$ cat src/afe_cfg_pkg.sv
// constants for the main configuration register bank
package afe_cfg_pkg;

    // ------------------------------------------------------------------
    // register indices and byte addresses
    // ------------------------------------------------------------------
    localparam int        ADDR_W        = 8;
    localparam int        DATA_W        = 32;
    localparam int        REG_W         = 8;
    localparam int        IDX_LOCK      = 0;
    localparam int        IDX_CFG_ONE   = 1;
    localparam int        IDX_CFG_TWO   = 2;
    localparam bit [7:0]  ADDR_LOCK     = 8'(4 * IDX_LOCK);
    localparam bit [7:0]  ADDR_CFG_ONE  = 8'(4 * IDX_CFG_ONE);
    localparam bit [7:0]  ADDR_CFG_TWO  = 8'(4 * IDX_CFG_TWO);

    // ------------------------------------------------------------------
    // reset values
    // ------------------------------------------------------------------
    localparam bit [7:0]  LOCK_RST      = 8'h01;
    localparam bit [7:0]  CFG_ONE_RST   = 8'h40;
    localparam bit [7:0]  CFG_TWO_RST   = 8'hC2;

    // ------------------------------------------------------------------
    // field positions
    // ------------------------------------------------------------------
    localparam int        LOCK_BIT      = 0;
    localparam int        SER_MODE_BIT  = 7;
    localparam int        PLL_CAL_BIT   = 6;
    localparam int        GAIN_CAL_BIT  = 5;
    localparam int        RST_FSM_BIT   = 4;
    localparam int        RST_ALL_BIT   = 3;
    localparam int        AMP_PD_BIT    = 2;
    localparam int        REF_PD_BIT    = 1;
    localparam int        MASTER_PD_BIT = 0;
    localparam int        CH_MODE_LSB   = 6;
    localparam int        COLOR_LSB     = 4;
    localparam int        ORDER_BIT     = 3;
    localparam int        MULT_BIT      = 2;
    localparam int        CDS_BIT       = 1;
    localparam int        EVEN_ODD_BIT  = 0;

    // ------------------------------------------------------------------
    // field codes
    // ------------------------------------------------------------------
    localparam bit [1:0]  MODE_THREE    = 2'h3;
    localparam bit [1:0]  MODE_TWO      = 2'h2;
    localparam bit [1:0]  MODE_ONE      = 2'h1;
    localparam bit [1:0]  COLOR_RG      = 2'h0;
    localparam bit [1:0]  COLOR_GB      = 2'h1;
    localparam bit [1:0]  COLOR_RB      = 2'h2;
    localparam bit [1:0]  FACTOR_ONE    = 2'h1;

    // ------------------------------------------------------------------
    // timing
    // ------------------------------------------------------------------
    localparam int        CLK_PERIOD_PS = 5000;
    localparam int        CAL_TIME_NS   = 10000;
    localparam int        CAL_CYCLES    =
        (CAL_TIME_NS * 1000 + CLK_PERIOD_PS - 1) / CLK_PERIOD_PS;
    localparam int        CAL_CNT_W     = 12;

endpackage

$ cat src/afe_ctrl_if.sv
// carrier between the register bank and its calibration and decode helpers
`timescale 1ns/1ps
interface afe_ctrl_if;
    logic       clear;
    logic       cal_start;
    logic       cal_busy;
    logic [7:0] cfg_two;
    logic [2:0] input_en;
    logic       reverse;
    logic       mult_en;
    logic [1:0] factor;
    logic       cds;
    logic       even_odd;

    modport ctrl (output clear, output cal_start, output cfg_two,
                  input cal_busy, input input_en, input reverse,
                  input mult_en, input factor, input cds, input even_odd);
    modport cal  (input clear, input cal_start, output cal_busy);
    modport dec  (input cfg_two, output input_en, output reverse,
                  output mult_en, output factor, output cds,
                  output even_odd);
endinterface

$ cat src/afe_cal_sequencer.sv
// gain and offset calibration sequencer
`timescale 1ns/1ps
module afe_cal_sequencer
(
    input  wire logic clk_in,
    input  wire logic rst_n_in,
    afe_ctrl_if.cal   ctl
);
    typedef enum logic [1:0]
    {
        CAL_IDLE = 2'b01,
        CAL_RUN  = 2'b10
    } cal_state_t;

    typedef struct packed
    {
        cal_state_t                          state;
        logic [afe_cfg_pkg::CAL_CNT_W-1:0]   count;
    } cal_regs_t;

    localparam logic [afe_cfg_pkg::CAL_CNT_W-1:0] CNT_LAST =
        afe_cfg_pkg::CAL_CNT_W'(afe_cfg_pkg::CAL_CYCLES - 1);

    cal_regs_t s_ff;
    cal_regs_t nxt_s;

    always_comb
    begin
        nxt_s = s_ff;
        case (s_ff.state)
            CAL_IDLE:
            begin
                if (ctl.cal_start)
                begin
                    nxt_s.state = CAL_RUN;
                    nxt_s.count = '0;
                end
            end
            CAL_RUN:
            begin
                nxt_s.count = s_ff.count + 1'b1;
                if (s_ff.count == CNT_LAST)
                begin
                    nxt_s.state = CAL_IDLE;
                end
            end
            default:
            begin
                nxt_s.state = CAL_IDLE;
            end
        endcase
        // a software reset aborts a running calibration
        if (ctl.clear)
        begin
            nxt_s.state = CAL_IDLE;
            nxt_s.count = '0;
        end
    end

    always_ff @(posedge clk_in)
    begin
        if (!rst_n_in)
        begin
            s_ff <= '{state: CAL_IDLE, count: '0};
        end
        else
        begin
            s_ff <= nxt_s;
        end
    end

    assign ctl.cal_busy = (s_ff.state == CAL_RUN);
endmodule

$ cat src/afe_mode_decoder.sv
// turns the second configuration register into datapath controls
`timescale 1ns/1ps
module afe_mode_decoder
(
    input  wire logic clk_in,
    input  wire logic rst_n_in,
    afe_ctrl_if.dec   ctl
);
    typedef struct packed
    {
        logic [2:0] input_en;
        logic       reverse;
        logic       mult_en;
        logic [1:0] factor;
        logic       cds;
        logic       even_odd;
    } dec_regs_t;

    dec_regs_t  s_ff;
    dec_regs_t  nxt_s;
    logic [1:0] mode;
    logic [1:0] color;

    assign mode  = ctl.cfg_two[afe_cfg_pkg::CH_MODE_LSB +: 2];
    assign color = ctl.cfg_two[afe_cfg_pkg::COLOR_LSB +: 2];

    always_comb
    begin
        nxt_s = '0;
        // input enables: bit 2 red, bit 1 green, bit 0 blue
        if (mode == afe_cfg_pkg::MODE_THREE)
        begin
            nxt_s.input_en = 3'h7;
        end
        else if (mode == afe_cfg_pkg::MODE_TWO)
        begin
            if (color == afe_cfg_pkg::COLOR_RG)
                nxt_s.input_en = 3'h6;
            else if (color == afe_cfg_pkg::COLOR_GB)
                nxt_s.input_en = 3'h3;
            else if (color == afe_cfg_pkg::COLOR_RB)
                nxt_s.input_en = 3'h5;
        end
        else if (mode == afe_cfg_pkg::MODE_ONE)
        begin
            if (color == afe_cfg_pkg::COLOR_RG)
                nxt_s.input_en = 3'h4;
            else if (color == afe_cfg_pkg::COLOR_GB)
                nxt_s.input_en = 3'h2;
            else if (color == afe_cfg_pkg::COLOR_RB)
                nxt_s.input_en = 3'h1;
        end
        nxt_s.reverse  = ctl.cfg_two[afe_cfg_pkg::ORDER_BIT];
        nxt_s.mult_en  = ctl.cfg_two[afe_cfg_pkg::MULT_BIT];
        // converter clock equals pixel clock times the channel count when multiply is enabled, else pixel clock times one
        nxt_s.factor   = nxt_s.mult_en ? mode
                                       : afe_cfg_pkg::FACTOR_ONE;
        nxt_s.cds      = ctl.cfg_two[afe_cfg_pkg::CDS_BIT];
        nxt_s.even_odd = ctl.cfg_two[afe_cfg_pkg::EVEN_ODD_BIT];
    end

    always_ff @(posedge clk_in)
    begin
        if (!rst_n_in)
        begin
            s_ff <= '0;
        end
        else
        begin
            s_ff <= nxt_s;
        end
    end

    assign ctl.input_en = s_ff.input_en;
    assign ctl.reverse  = s_ff.reverse;
    assign ctl.mult_en  = s_ff.mult_en;
    assign ctl.factor   = s_ff.factor;
    assign ctl.cds      = s_ff.cds;
    assign ctl.even_odd = s_ff.even_odd;
endmodule

$ cat src/afe_main_config_regs.sv
// main configuration register bank with apb slave
//
// Chosen here: register access over APB.
`timescale 1ns/1ps

module afe_main_config_regs
(
    input  wire logic        CLOCK_IN,
    input  wire logic        RST_N_IN,
    input  wire logic        PSEL_IN,
    input  wire logic        PENABLE_IN,
    input  wire logic        PWRITE_IN,
    input  wire logic [7:0]  PADDR_IN,
    input  wire logic [31:0] PWDATA_IN,
    input  wire logic [3:0]  PSTRB_IN,
    output wire logic [31:0] PRDATA_OUT,
    output wire logic        PREADY_OUT,
    output wire logic        PSLVERR_OUT,
    output wire logic        SERIAL_MODE_25_OUT,
    output wire logic        PLL_AUTOCAL_EN_OUT,
    output wire logic        CAL_ACTIVE_OUT,
    output wire logic        FSM_RESET_OUT,
    output wire logic        AMP_POWER_DOWN_OUT,
    output wire logic        REF_BUF_POWER_DOWN_OUT,
    output wire logic        MASTER_POWER_DOWN_OUT,
    output wire logic        TIMING_RUN_OUT,
    output wire logic [1:0]  CHANNEL_MODE_OUT,
    output wire logic        RED_SENSOR_INPUT_EN_OUT,
    output wire logic        GREEN_SENSOR_INPUT_EN_OUT,
    output wire logic        BLUE_SENSOR_INPUT_EN_OUT,
    output wire logic        REVERSE_ORDER_OUT,
    output wire logic        CLOCK_MULTIPLY_EN_OUT,
    output wire logic [1:0]  CONVERTER_RATE_FACTOR_OUT,
    output wire logic        CDS_MODE_OUT,
    output wire logic        EVEN_ODD_EN_OUT
);

    // ------------------------------------------------------------------
    // state
    // ------------------------------------------------------------------
    typedef struct packed
    {
        logic        lock;
        logic [7:0]  cfg_one;
        logic [7:0]  cfg_two;
        logic        soft_fsm;
        logic        soft_all;
        logic        rst_pulse;
        logic        cal_start;
        logic [31:0] prdata;
        logic        pslverr;
    } bank_regs_t;

    localparam bank_regs_t BANK_RST = '{
        lock:      afe_cfg_pkg::LOCK_RST[afe_cfg_pkg::LOCK_BIT],
        cfg_one:   afe_cfg_pkg::CFG_ONE_RST,
        cfg_two:   afe_cfg_pkg::CFG_TWO_RST,
        soft_fsm:  1'b0,
        soft_all:  1'b0,
        rst_pulse: 1'b0,
        cal_start: 1'b0,
        prdata:    32'h0000_0000,
        pslverr:   1'b0
    };

    bank_regs_t  s_ff;
    bank_regs_t  nxt_s;

    logic        setup_phase;
    logic        access_phase;
    logic        wr_take;
    logic        hit_lock;
    logic        hit_one;
    logic        hit_two;
    logic        hit_any;
    logic        low_lane;
    logic [7:0]  wbyte;
    logic [7:0]  cfg_one_view;

    afe_ctrl_if  ctl ();

    // ------------------------------------------------------------------
    // helpers
    // ------------------------------------------------------------------
    afe_cal_sequencer u_cal
    (
        .clk_in   (CLOCK_IN),
        .rst_n_in (RST_N_IN),
        .ctl      (ctl.cal)
    );

    afe_mode_decoder u_dec
    (
        .clk_in   (CLOCK_IN),
        .rst_n_in (RST_N_IN),
        .ctl      (ctl.dec)
    );

    assign ctl.clear     = s_ff.rst_pulse;
    assign ctl.cal_start = s_ff.cal_start;
    assign ctl.cfg_two   = s_ff.cfg_two;

    // ------------------------------------------------------------------
    // apb decode
    // ------------------------------------------------------------------
    assign setup_phase  = PSEL_IN && !PENABLE_IN;
    assign access_phase = PSEL_IN && PENABLE_IN;
    assign wr_take      = access_phase && PWRITE_IN;
    assign low_lane     = PSTRB_IN[0];
    assign wbyte        = PWDATA_IN[7:0];

    always_comb
    begin
        hit_lock = 1'b0;
        hit_one  = 1'b0;
        hit_two  = 1'b0;
        if (PADDR_IN == afe_cfg_pkg::ADDR_LOCK)
        begin
            hit_lock = 1'b1;
        end
        else if (PADDR_IN == afe_cfg_pkg::ADDR_CFG_ONE)
        begin
            hit_one = 1'b1;
        end
        else if (PADDR_IN == afe_cfg_pkg::ADDR_CFG_TWO)
        begin
            hit_two = 1'b1;
        end
    end

    assign hit_any = hit_lock || hit_one || hit_two;

    // ------------------------------------------------------------------
    // readback of config one with live status bits
    // ------------------------------------------------------------------
    always_comb
    begin
        cfg_one_view = s_ff.cfg_one;
        cfg_one_view[afe_cfg_pkg::GAIN_CAL_BIT] =
            ctl.cal_busy || s_ff.cal_start;
        cfg_one_view[afe_cfg_pkg::RST_FSM_BIT] = s_ff.soft_fsm;
        cfg_one_view[afe_cfg_pkg::RST_ALL_BIT] = s_ff.soft_all;
    end

    // ------------------------------------------------------------------
    // next state
    // ------------------------------------------------------------------
    always_comb
    begin
        nxt_s           = s_ff;
        nxt_s.cal_start = 1'b0;
        nxt_s.soft_fsm  = 1'b0;
        nxt_s.soft_all  = 1'b0;
        nxt_s.rst_pulse = s_ff.soft_fsm || s_ff.soft_all;

        // read data is captured in the setup cycle for a zero-wait answer
        if (setup_phase)
        begin
            nxt_s.prdata  = 32'h0000_0000;
            nxt_s.pslverr = !hit_any;
            if (!PWRITE_IN)
            begin
                if (hit_lock)
                begin
                    nxt_s.prdata[afe_cfg_pkg::LOCK_BIT] = s_ff.lock;
                end
                else if (hit_one)
                begin
                    nxt_s.prdata[7:0] = cfg_one_view;
                end
                else if (hit_two)
                begin
                    nxt_s.prdata[7:0] = s_ff.cfg_two;
                end
            end
        end

        if (wr_take && low_lane)
        begin
            if (hit_lock)
            begin
                nxt_s.lock = wbyte[afe_cfg_pkg::LOCK_BIT];
            end
            // configuration bytes only change while unlocked
            else if (hit_one && !s_ff.lock)
            begin
                nxt_s.cfg_one[afe_cfg_pkg::SER_MODE_BIT] =
                    wbyte[afe_cfg_pkg::SER_MODE_BIT];
                nxt_s.cfg_one[afe_cfg_pkg::PLL_CAL_BIT] =
                    wbyte[afe_cfg_pkg::PLL_CAL_BIT];
                nxt_s.cfg_one[afe_cfg_pkg::AMP_PD_BIT] =
                    wbyte[afe_cfg_pkg::AMP_PD_BIT];
                nxt_s.cfg_one[afe_cfg_pkg::REF_PD_BIT] =
                    wbyte[afe_cfg_pkg::REF_PD_BIT];
                nxt_s.cfg_one[afe_cfg_pkg::MASTER_PD_BIT] =
                    wbyte[afe_cfg_pkg::MASTER_PD_BIT];
                // action bits respond only to a written 1
                if (wbyte[afe_cfg_pkg::GAIN_CAL_BIT] && !ctl.cal_busy)
                begin
                    nxt_s.cal_start = 1'b1;
                end
                if (wbyte[afe_cfg_pkg::RST_FSM_BIT])
                begin
                    nxt_s.soft_fsm = 1'b1;
                end
                if (wbyte[afe_cfg_pkg::RST_ALL_BIT])
                begin
                    nxt_s.soft_all = 1'b1;
                end
            end
            else if (hit_two && !s_ff.lock)
            begin
                nxt_s.cfg_two = wbyte;
            end
        end

        // full software reset returns every register to its default
        if (s_ff.soft_all)
        begin
            nxt_s.lock      = BANK_RST.lock;
            nxt_s.cfg_one   = BANK_RST.cfg_one;
            nxt_s.cfg_two   = BANK_RST.cfg_two;
            nxt_s.cal_start = 1'b0;
        end

        // action bits are never stored, they live in their own flags
        nxt_s.cfg_one[afe_cfg_pkg::GAIN_CAL_BIT] = 1'b0;
        nxt_s.cfg_one[afe_cfg_pkg::RST_FSM_BIT]  = 1'b0;
        nxt_s.cfg_one[afe_cfg_pkg::RST_ALL_BIT]  = 1'b0;
    end

    always_ff @(posedge CLOCK_IN)
    begin
        if (!RST_N_IN)
        begin
            s_ff <= BANK_RST;
        end
        else
        begin
            s_ff <= nxt_s;
        end
    end

    // ------------------------------------------------------------------
    // apb answer
    // ------------------------------------------------------------------
    assign PREADY_OUT  = access_phase;
    assign PRDATA_OUT  = s_ff.prdata;
    assign PSLVERR_OUT = access_phase && s_ff.pslverr;

    // ------------------------------------------------------------------
    // control outputs
    // ------------------------------------------------------------------
    assign SERIAL_MODE_25_OUT     =
        s_ff.cfg_one[afe_cfg_pkg::SER_MODE_BIT];
    assign PLL_AUTOCAL_EN_OUT     =
        s_ff.cfg_one[afe_cfg_pkg::PLL_CAL_BIT];
    assign CAL_ACTIVE_OUT         = ctl.cal_busy;
    assign FSM_RESET_OUT          = s_ff.rst_pulse;
    assign AMP_POWER_DOWN_OUT     =
        s_ff.cfg_one[afe_cfg_pkg::AMP_PD_BIT];
    assign REF_BUF_POWER_DOWN_OUT =
        s_ff.cfg_one[afe_cfg_pkg::REF_PD_BIT];
    assign MASTER_POWER_DOWN_OUT  =
        s_ff.cfg_one[afe_cfg_pkg::MASTER_PD_BIT];
    assign TIMING_RUN_OUT         = s_ff.lock;

    // ------------------------------------------------------------------
    // datapath outputs
    // ------------------------------------------------------------------
    assign CHANNEL_MODE_OUT =
        s_ff.cfg_two[afe_cfg_pkg::CH_MODE_LSB +: 2];
    assign RED_SENSOR_INPUT_EN_OUT   = ctl.input_en[2];
    assign GREEN_SENSOR_INPUT_EN_OUT = ctl.input_en[1];
    assign BLUE_SENSOR_INPUT_EN_OUT  = ctl.input_en[0];
    assign REVERSE_ORDER_OUT         = ctl.reverse;
    assign CLOCK_MULTIPLY_EN_OUT     = ctl.mult_en;
    assign CONVERTER_RATE_FACTOR_OUT = ctl.factor;
    assign CDS_MODE_OUT              = ctl.cds;
    assign EVEN_ODD_EN_OUT           = ctl.even_odd;

endmodule

$ cat config.mk
export PLATFORM = sky130hd
export DESIGN_NAME = afe_main_config_regs
export DESIGN_NICKNAME = d
export VERILOG_FILES = /design/src/afe_cfg_pkg.sv /design/src/afe_ctrl_if.sv /design/src/afe_cal_sequencer.sv /design/src/afe_mode_decoder.sv /design/src/afe_main_config_regs.sv
export SDC_FILE = /design/constraint.sdc
export NUM_CORES = 1
export LEC_CHECK = 0
export BUFFER_PORTS_ARGS = -buffer_cell sky130_fd_sc_hd__buf_2
export CAP_MARGIN = 20
export CORE_UTILIZATION = 45
export DETAILED_ROUTE_END_ITERATION = 8
export PLACE_DENSITY = 0.84
export SLEW_MARGIN = 25
export SYNTH_ARGS = -nofsm -noshare
export SYNTH_HDL_FRONTEND = slang
export SYNTH_HIERARCHICAL = 1
export SYNTH_SLANG_ARGS = --single-unit
$ cat constraint.sdc
create_clock -name CLOCK_IN -period 3.4 [get_ports CLOCK_IN]
set_input_delay 0.51 -clock CLOCK_IN [delete_from_list [all_inputs] [get_ports CLOCK_IN]]
set_output_delay 0.51 -clock CLOCK_IN [all_outputs]
set_load 0.02 [all_outputs]
==> run summary, run 1 <==
Clock root cell = clkbuf_8
Mapped Cells = 282
TritonCTS buffer count = 5
Buf/Inv on CP = 1
Crit-path max cell delay = 700 ps
Post-layout util = 50.7%
CP Data Required Time = 3640 ps
Cells along the critical path = buf_2 -> or4_4 -> nor4_4 -> mux2i_1
Remaining DRCs = 0
Port bufs = 50
Setup TNS = 0 ps
MaxCap Viol Count = 0
# H-tree levels = 2
Synth Area in Adders = 1.92%
Reg clk slew, reported paths = 110 ps
Switch Pwr = 0.000283 W
Largest net degree at the start of global routing = 35
Min Tclk post-route = 1940 ps
GP Congestion = 0.828
Num rows = 27
Leakage power = 1.27 nW
Worst EP arrival = 2180 ps
Seq/Total Area, Yosys = 38.3%
Async SR Flop Fraction = 0%
Post-synthesis compound-gate area fraction = 11.4%
Share of the synthesized area in the top cell type = 38.3%
Unrepaired setup endpoints after global routing = false
Post-synth top flop = dfxtp_1
Die height = 78.2 µm
Power share of the combinational group = 8.6%
Largest family of logic cells by synthesized area = simple AND/OR/NAND/NOR gates
Final net count = 367
Die Area = 6110 µm²
Slew Limit Headroom = 50.9%
Most frequent cell after synthesis = dfxtp_1
Int Pwr = 0.000762 W
# hold bufs at CTS = 0
Setup Crit Path Kind = in2reg
HP Class = in2reg
Post-synth top area cell = dfxtp_1
Initial antenna violation count = 0
Vias per cell = 5.21
CP endpoint kind = flop
Vias in the first global route = 1759
Via count = 2017
Net Sw Frac = 27.1%
GRT Total Usage = 17.3%
CTS Sinks = 50
Setup bufs post-CTS = 0
Crit-path slowest cell = nor4_4
Post-synthesis mux area share = 7.42%
CTS max path bufs = 2
Post-route ant nets = 0
Yosys cell types = 55
Clock skew = 13.4 ps
PwrDens = 372 nW/µm²
1st-pass router iterations = 4
Number of synthesized flops with an enable pin = 0
DRT iter0 DRCs = 174
Grt total ovfl = 0
FF+latch count, synth = 50
Initial Utilization = 47.2%
Antenna diode count = 0
XOR/XNOR share of the synthesized area = 0.335%
First-pass GRT wire length = 8450 µm
Die Wd = 78.2 µm
Final max-slew violation count = 0
Final setup fails = 0
Layout cells sized above 1 = 25.7%
CP Max Fanout = 8
DP HPWL = 3710 µm
CTS tree = yes
Startpoint Class = input port
Fmax = 0.516 GHz
YS warnings = 6
Max VDD drop = 0.197 mV
Wire length per cell = 13.5 µm
Final period util = 57.0%
Sequential fraction of design power = 56.5%
# IOs = 102
Post-Synth Simple-Gate Area = 27.1%
CP delay by family, top = simple AND/OR/NAND/NOR gates
Cts repair resizes = 0
Mapped Avg Cell Area = 9.26 µm²
Routed wire length = 5230 µm
Outcome = finished, final reports clean
Final Hold Fails = 0
Clk Latency, worst-skew pair = 320 ps
Clk pwr share = 34.9%
Commonest cells in the netlist = 50 x dfxtp_1, 34 x buf_4, 23 x nand2_1
Area growth from synthesis to layout = 7.62%
Mapped cell area = 2610 µm²
Ranking of synthesized cells by area = dfxtp_1 38%, buf_4 9.8%, mux2i_1 6.1%
Least-Margin Pin Slew = 731 ps
Filler cell count = 543
Core area = 5540 µm²
## logic make-up (layout without fill, tap and decap cells)
family | count (synthesis) | after routing
buffers and inverters | 55 | 65
multiplexers | 19 | 19
AND/OR/NAND/NOR | 111 | 111
flip-flops | 50 | 50
XOR/XNOR | 1 | 1
adder cells (fa/ha/maj) | 4 | 4
AO/OA/AOI/OAI | 41 | 41
other | 1 | 24
## metrics by stage
step                      setup WS, ps  hold WS, ps  std cells  cell area [µm²]  total power [W]
final                             1460          432        387             2810          0.00105
after global routing              1420          437        387             2810          0.00109
after CTS                         1460          432        387             2810          0.00105
after detailed placement          1140          469        379             2720         0.000693
after global placement            1160          458        379             2720         0.000692
after floorplan                   1370          441        305             2700         0.000688
## area by class of cell
cell class	count	area (µm²)	share of cell area, %
Timing Repair Buffer	50	250	8.90
Multi-Input combinational cell	200	1350	48.0
Clock buffer	5	68.8	2.45
Inverter	7	26.3	0.935
Tap cell	72	90.1	3.20
Sequential cell	50	1000	35.6
Clock inverter	3	25.0	0.890
## metal layers
layer / share of wire, % / wire length, µm / global-route usage [%] / vias to the layer above
li1: - / - / - / 1006
met1: 45 / 2370 / 23.2 / 932
met2: 48 / 2510 / 27.9 / 77
met3: 6.1 / 321 / 3.26 / 2
met4: 0.34 / 18 / 5.37 / 0
met5: 0 / 0 / 0 / -
## path summary, 6_finish.rpt
check	start	end	slack (ps)	cells past startpoint
max	PADDR_IN[7]	ctl.cfg_two[5]$_SDFFE_PP0P_	1460	4
min	PWDATA_IN[4]	cfg_one_view[4]$_SDFF_PP0_	430	2
max reg2reg	TIMING_RUN_OUT$_SDFFE_PP1P_	ctl.cfg_two[5]$_SDFFE_PP0P_	1620	3
min reg2reg	ctl.cfg_two[0]$_SDFFE_PP0P_	ctl.cfg_two[0]$_SDFFE_PP0P_	480	2
## registers in the layout, indices dropped and copies added, names as in the netlist
signal	cells
u_dec/ctl.cds	1
SERIAL_MODE_25_OUT	1
TIMING_RUN_OUT	1
ctl.cal_start	1
u_dec/ctl.mult_en	1
u_dec/ctl.factor	2
REF_BUF_POWER_DOWN_OUT	1
s_ff	1
PLL_AUTOCAL_EN_OUT	1
PRDATA_OUT	8
u_dec/ctl.even_odd	1
MASTER_POWER_DOWN_OUT	1
ctl.cfg_two	8
u_dec/ctl.input_en	3
FSM_RESET_OUT	1
cfg_one_view	2
AMP_POWER_DOWN_OUT	1
u_cal/s_ff	14
u_dec/ctl.reverse	1
## power groups by stage
stage,sequential (W),combinational (W),clock [W]
floorplan,0.000608,0.0000803,0
global placement,0.000604,0.0000880,0
detailed placement,0.000604,0.0000892,0
CTS,0.000590,0.0000895,0.000370
global route,0.000591,0.0000979,0.000398
finish,0.000590,0.0000902,0.000365
## placed cells by master, fill, tap and decap left out, types with 7 or more instances in the layout
cell type  count
a21oi_1        8
dfxtp_1       50
mux2i_1       16
o21ai_0        7
nor2_1        14
conb_1        24
buf_2         50
nand2_1       23
a22o_1         7
nand3_1        8
and3_1        14
No activity file was read; power rests on OpenSTA's default activity.
==> run 2: changes to the inputs <==
Settings changed: CORE_UTILIZATION 45 to 44, PLACE_DENSITY 0.84 to 0.85.
Clock period 3.4 ns to 1.65 ns, I/O delays scaled along.
==> run summary, run 2 (synthesis results as in run 1) <==
Area growth from synthesis to layout = 13.2%
Hold slack = 185 ps
Final net count = 381
GRT Total Usage = 17.6%
Hold Path Depth = 2
Layout cells sized above 1 = 28.9%
CTS Sinks = 50
Setup bufs post-CTS = 0
Most used routing layer = met2
Die Area = 6250 µm²
First-pass GRT wire length = 8650 µm
Max FFs per register = 14
Post-route ant nets = 0
CP Max Fanout = 10
Min Tclk post-route = 1540 ps
Wire length per cell = 13.4 µm
Fin area = 2960 µm²
Max VDD drop = 0.532 mV
Overall power = 0.00227 W
Final Hold Fails = 0
Antenna diode count = 0
Setup Crit Path Kind = reg2out
Unrepaired setup endpoints after global routing = false
DRT iter0 DRCs = 259
Via count = 2081
Remaining DRCs = 0
# hold bufs at CTS = 0
GR Util met1 = 24.5%
Initial Utilization = 46.6%
MaxCap Viol Count = 0
Die height = 79.1 µm
# H-tree levels = 2
Reg clk slew, reported paths = 90 ps
Cts repair resizes = 0
Commonest non-fill, non-tap cell in the layout = buf_2
Area of the multi-input gates = 1350 µm²
TritonCTS buffer count = 5
Hold path startpoint = PWDATA_IN[4]
Power share of the combinational group = 9.0%
Core area = 5610 µm²
CTS tree = yes
Setup TNS = 0 ps
CP Data Required Time = 1400 ps
CP Depth = 4
Num rows = 27
Crit-path max cell delay = 440 ps
1st-pass router iterations = 4
GP Congestion = 0.865
Leakage power = 1.36 nW
Largest net degree at the start of global routing = 21
HP Class = in2reg
Cells along the critical path = nand2b_2 -> inv_2 -> buf_4 -> buf_2
CP endpoint kind = output port
CP delay by family, top = flip-flops
Vias in the first global route = 1800
Outcome = finished, final reports clean
Top reg by flops = u_cal/s_ff
Filler cell count = 518
Final max-slew violation count = 0
Worst setup path start = u_cal/s_ff[13]$_SDFFE_PP0P_
CTS max path bufs = 2
Worst r2r src = TIMING_RUN_OUT$_SDFFE_PP1P_
Worst EP arrival = 1290 ps
Clock root cell = clkbuf_8
Global Route met3 Usage = 3.10%
Crit-path slowest cell = dfxtp_1
DP HPWL = 3970 µm
Routed wire length = 5380 µm
Worst setup endpoint = CAL_ACTIVE_OUT
Buf/Inv on CP = 3
Met2 Usage GRT = 27.1%
Most frequent cells in the layout = 50 x buf_2, 49 x dfxtp_1, 24 x conb_1
Initial antenna violation count = 0
Clk pwr share = 37.5%
Final setup fails = 0
Vias per cell = 5.19
Int Pwr = 0.00172 W
Port bufs = 50
Final period util = 93.4%
PwrDens = 769 nW/µm²
Fmax = 0.649 GHz
Sequential fraction of design power = 53.5%
Die Wd = 79.1 µm
Worst reg2reg path depth = 4
# IOs = 102
Switch Pwr = 0.000549 W
Worst R2R Setup Slack = 120 ps
Startpoint Class = flop
Reg2reg end = ctl.cfg_two[1]$_SDFFE_PP1P_
Net Sw Frac = 24.2%
Post-placement cell area = 2850 µm²
Clock skew = 5.93 ps
Clk Latency, worst-skew pair = 310 ps
Register Area = 1000 µm²
Grt total ovfl = 0
==> run 2: cell count changes in the layout (fill, tap and decap cells not counted), sizes merged <==
cell,change
buf,+14
clkinvlp,-1
bufinv,+1
inv,-1
clkinv,+1
==> run 2: final cells by class <==
class	count	share of cell area [%]
Multi-Input combinational cell	200	45.6
Inverter	7	0.888
Timing Repair Buffer	64	12.9
Clock inverter	3	1.35
Tap cell	72	3.05
Sequential cell	50	33.9
Clock buffer	5	2.33
==> run 2: stage by stage <==
stage	instances	worst slack, ps	utilization (%)
floorplan	305	-23.7	-
global placement	393	-77.3	50.8
detailed placement	393	-123	50.8
CTS	401	104	52.7
global route	401	14.8	52.7
finish	401	108	52.7
==> run 2: worst min-delay path by stage <==
stage / end / slack [ps]
2_1_floorplan: u_dec/ctl.cds$_SDFF_PN0_ / 370
3_3_place_gp: FSM_RESET_OUT$_SDFF_PN0_ / 450
3_5_place_dp: ctl.cfg_two[0]$_SDFFE_PP0P_ / 470
4_1_cts: cfg_one_view[4]$_SDFF_PP0_ / 180
5_1_grt: cfg_one_view[4]$_SDFF_PP0_ / 180
6_report: cfg_one_view[4]$_SDFF_PP0_ / 190
==> run 2: power by group through the flow <==
stage | combinational [W] | sequential (W) | clock, W
2_1_floorplan | 0.000166 | 0.00125 | 0
3_3_place_gp | 0.000199 | 0.00124 | 0
3_5_place_dp | 0.000202 | 0.00124 | 0
4_1_cts | 0.000204 | 0.00122 | 0.000859
5_1_grt | 0.000222 | 0.00122 | 0.000901
6_report | 0.000205 | 0.00122 | 0.000852
==> run 2: layer usage <==
metal / share of wire, % / vias up
li1: - / 1032
met4: 2.4 / 0
met3: 4.1 / 12
met1: 48 / 957
met5: 0 / -
met2: 46 / 80
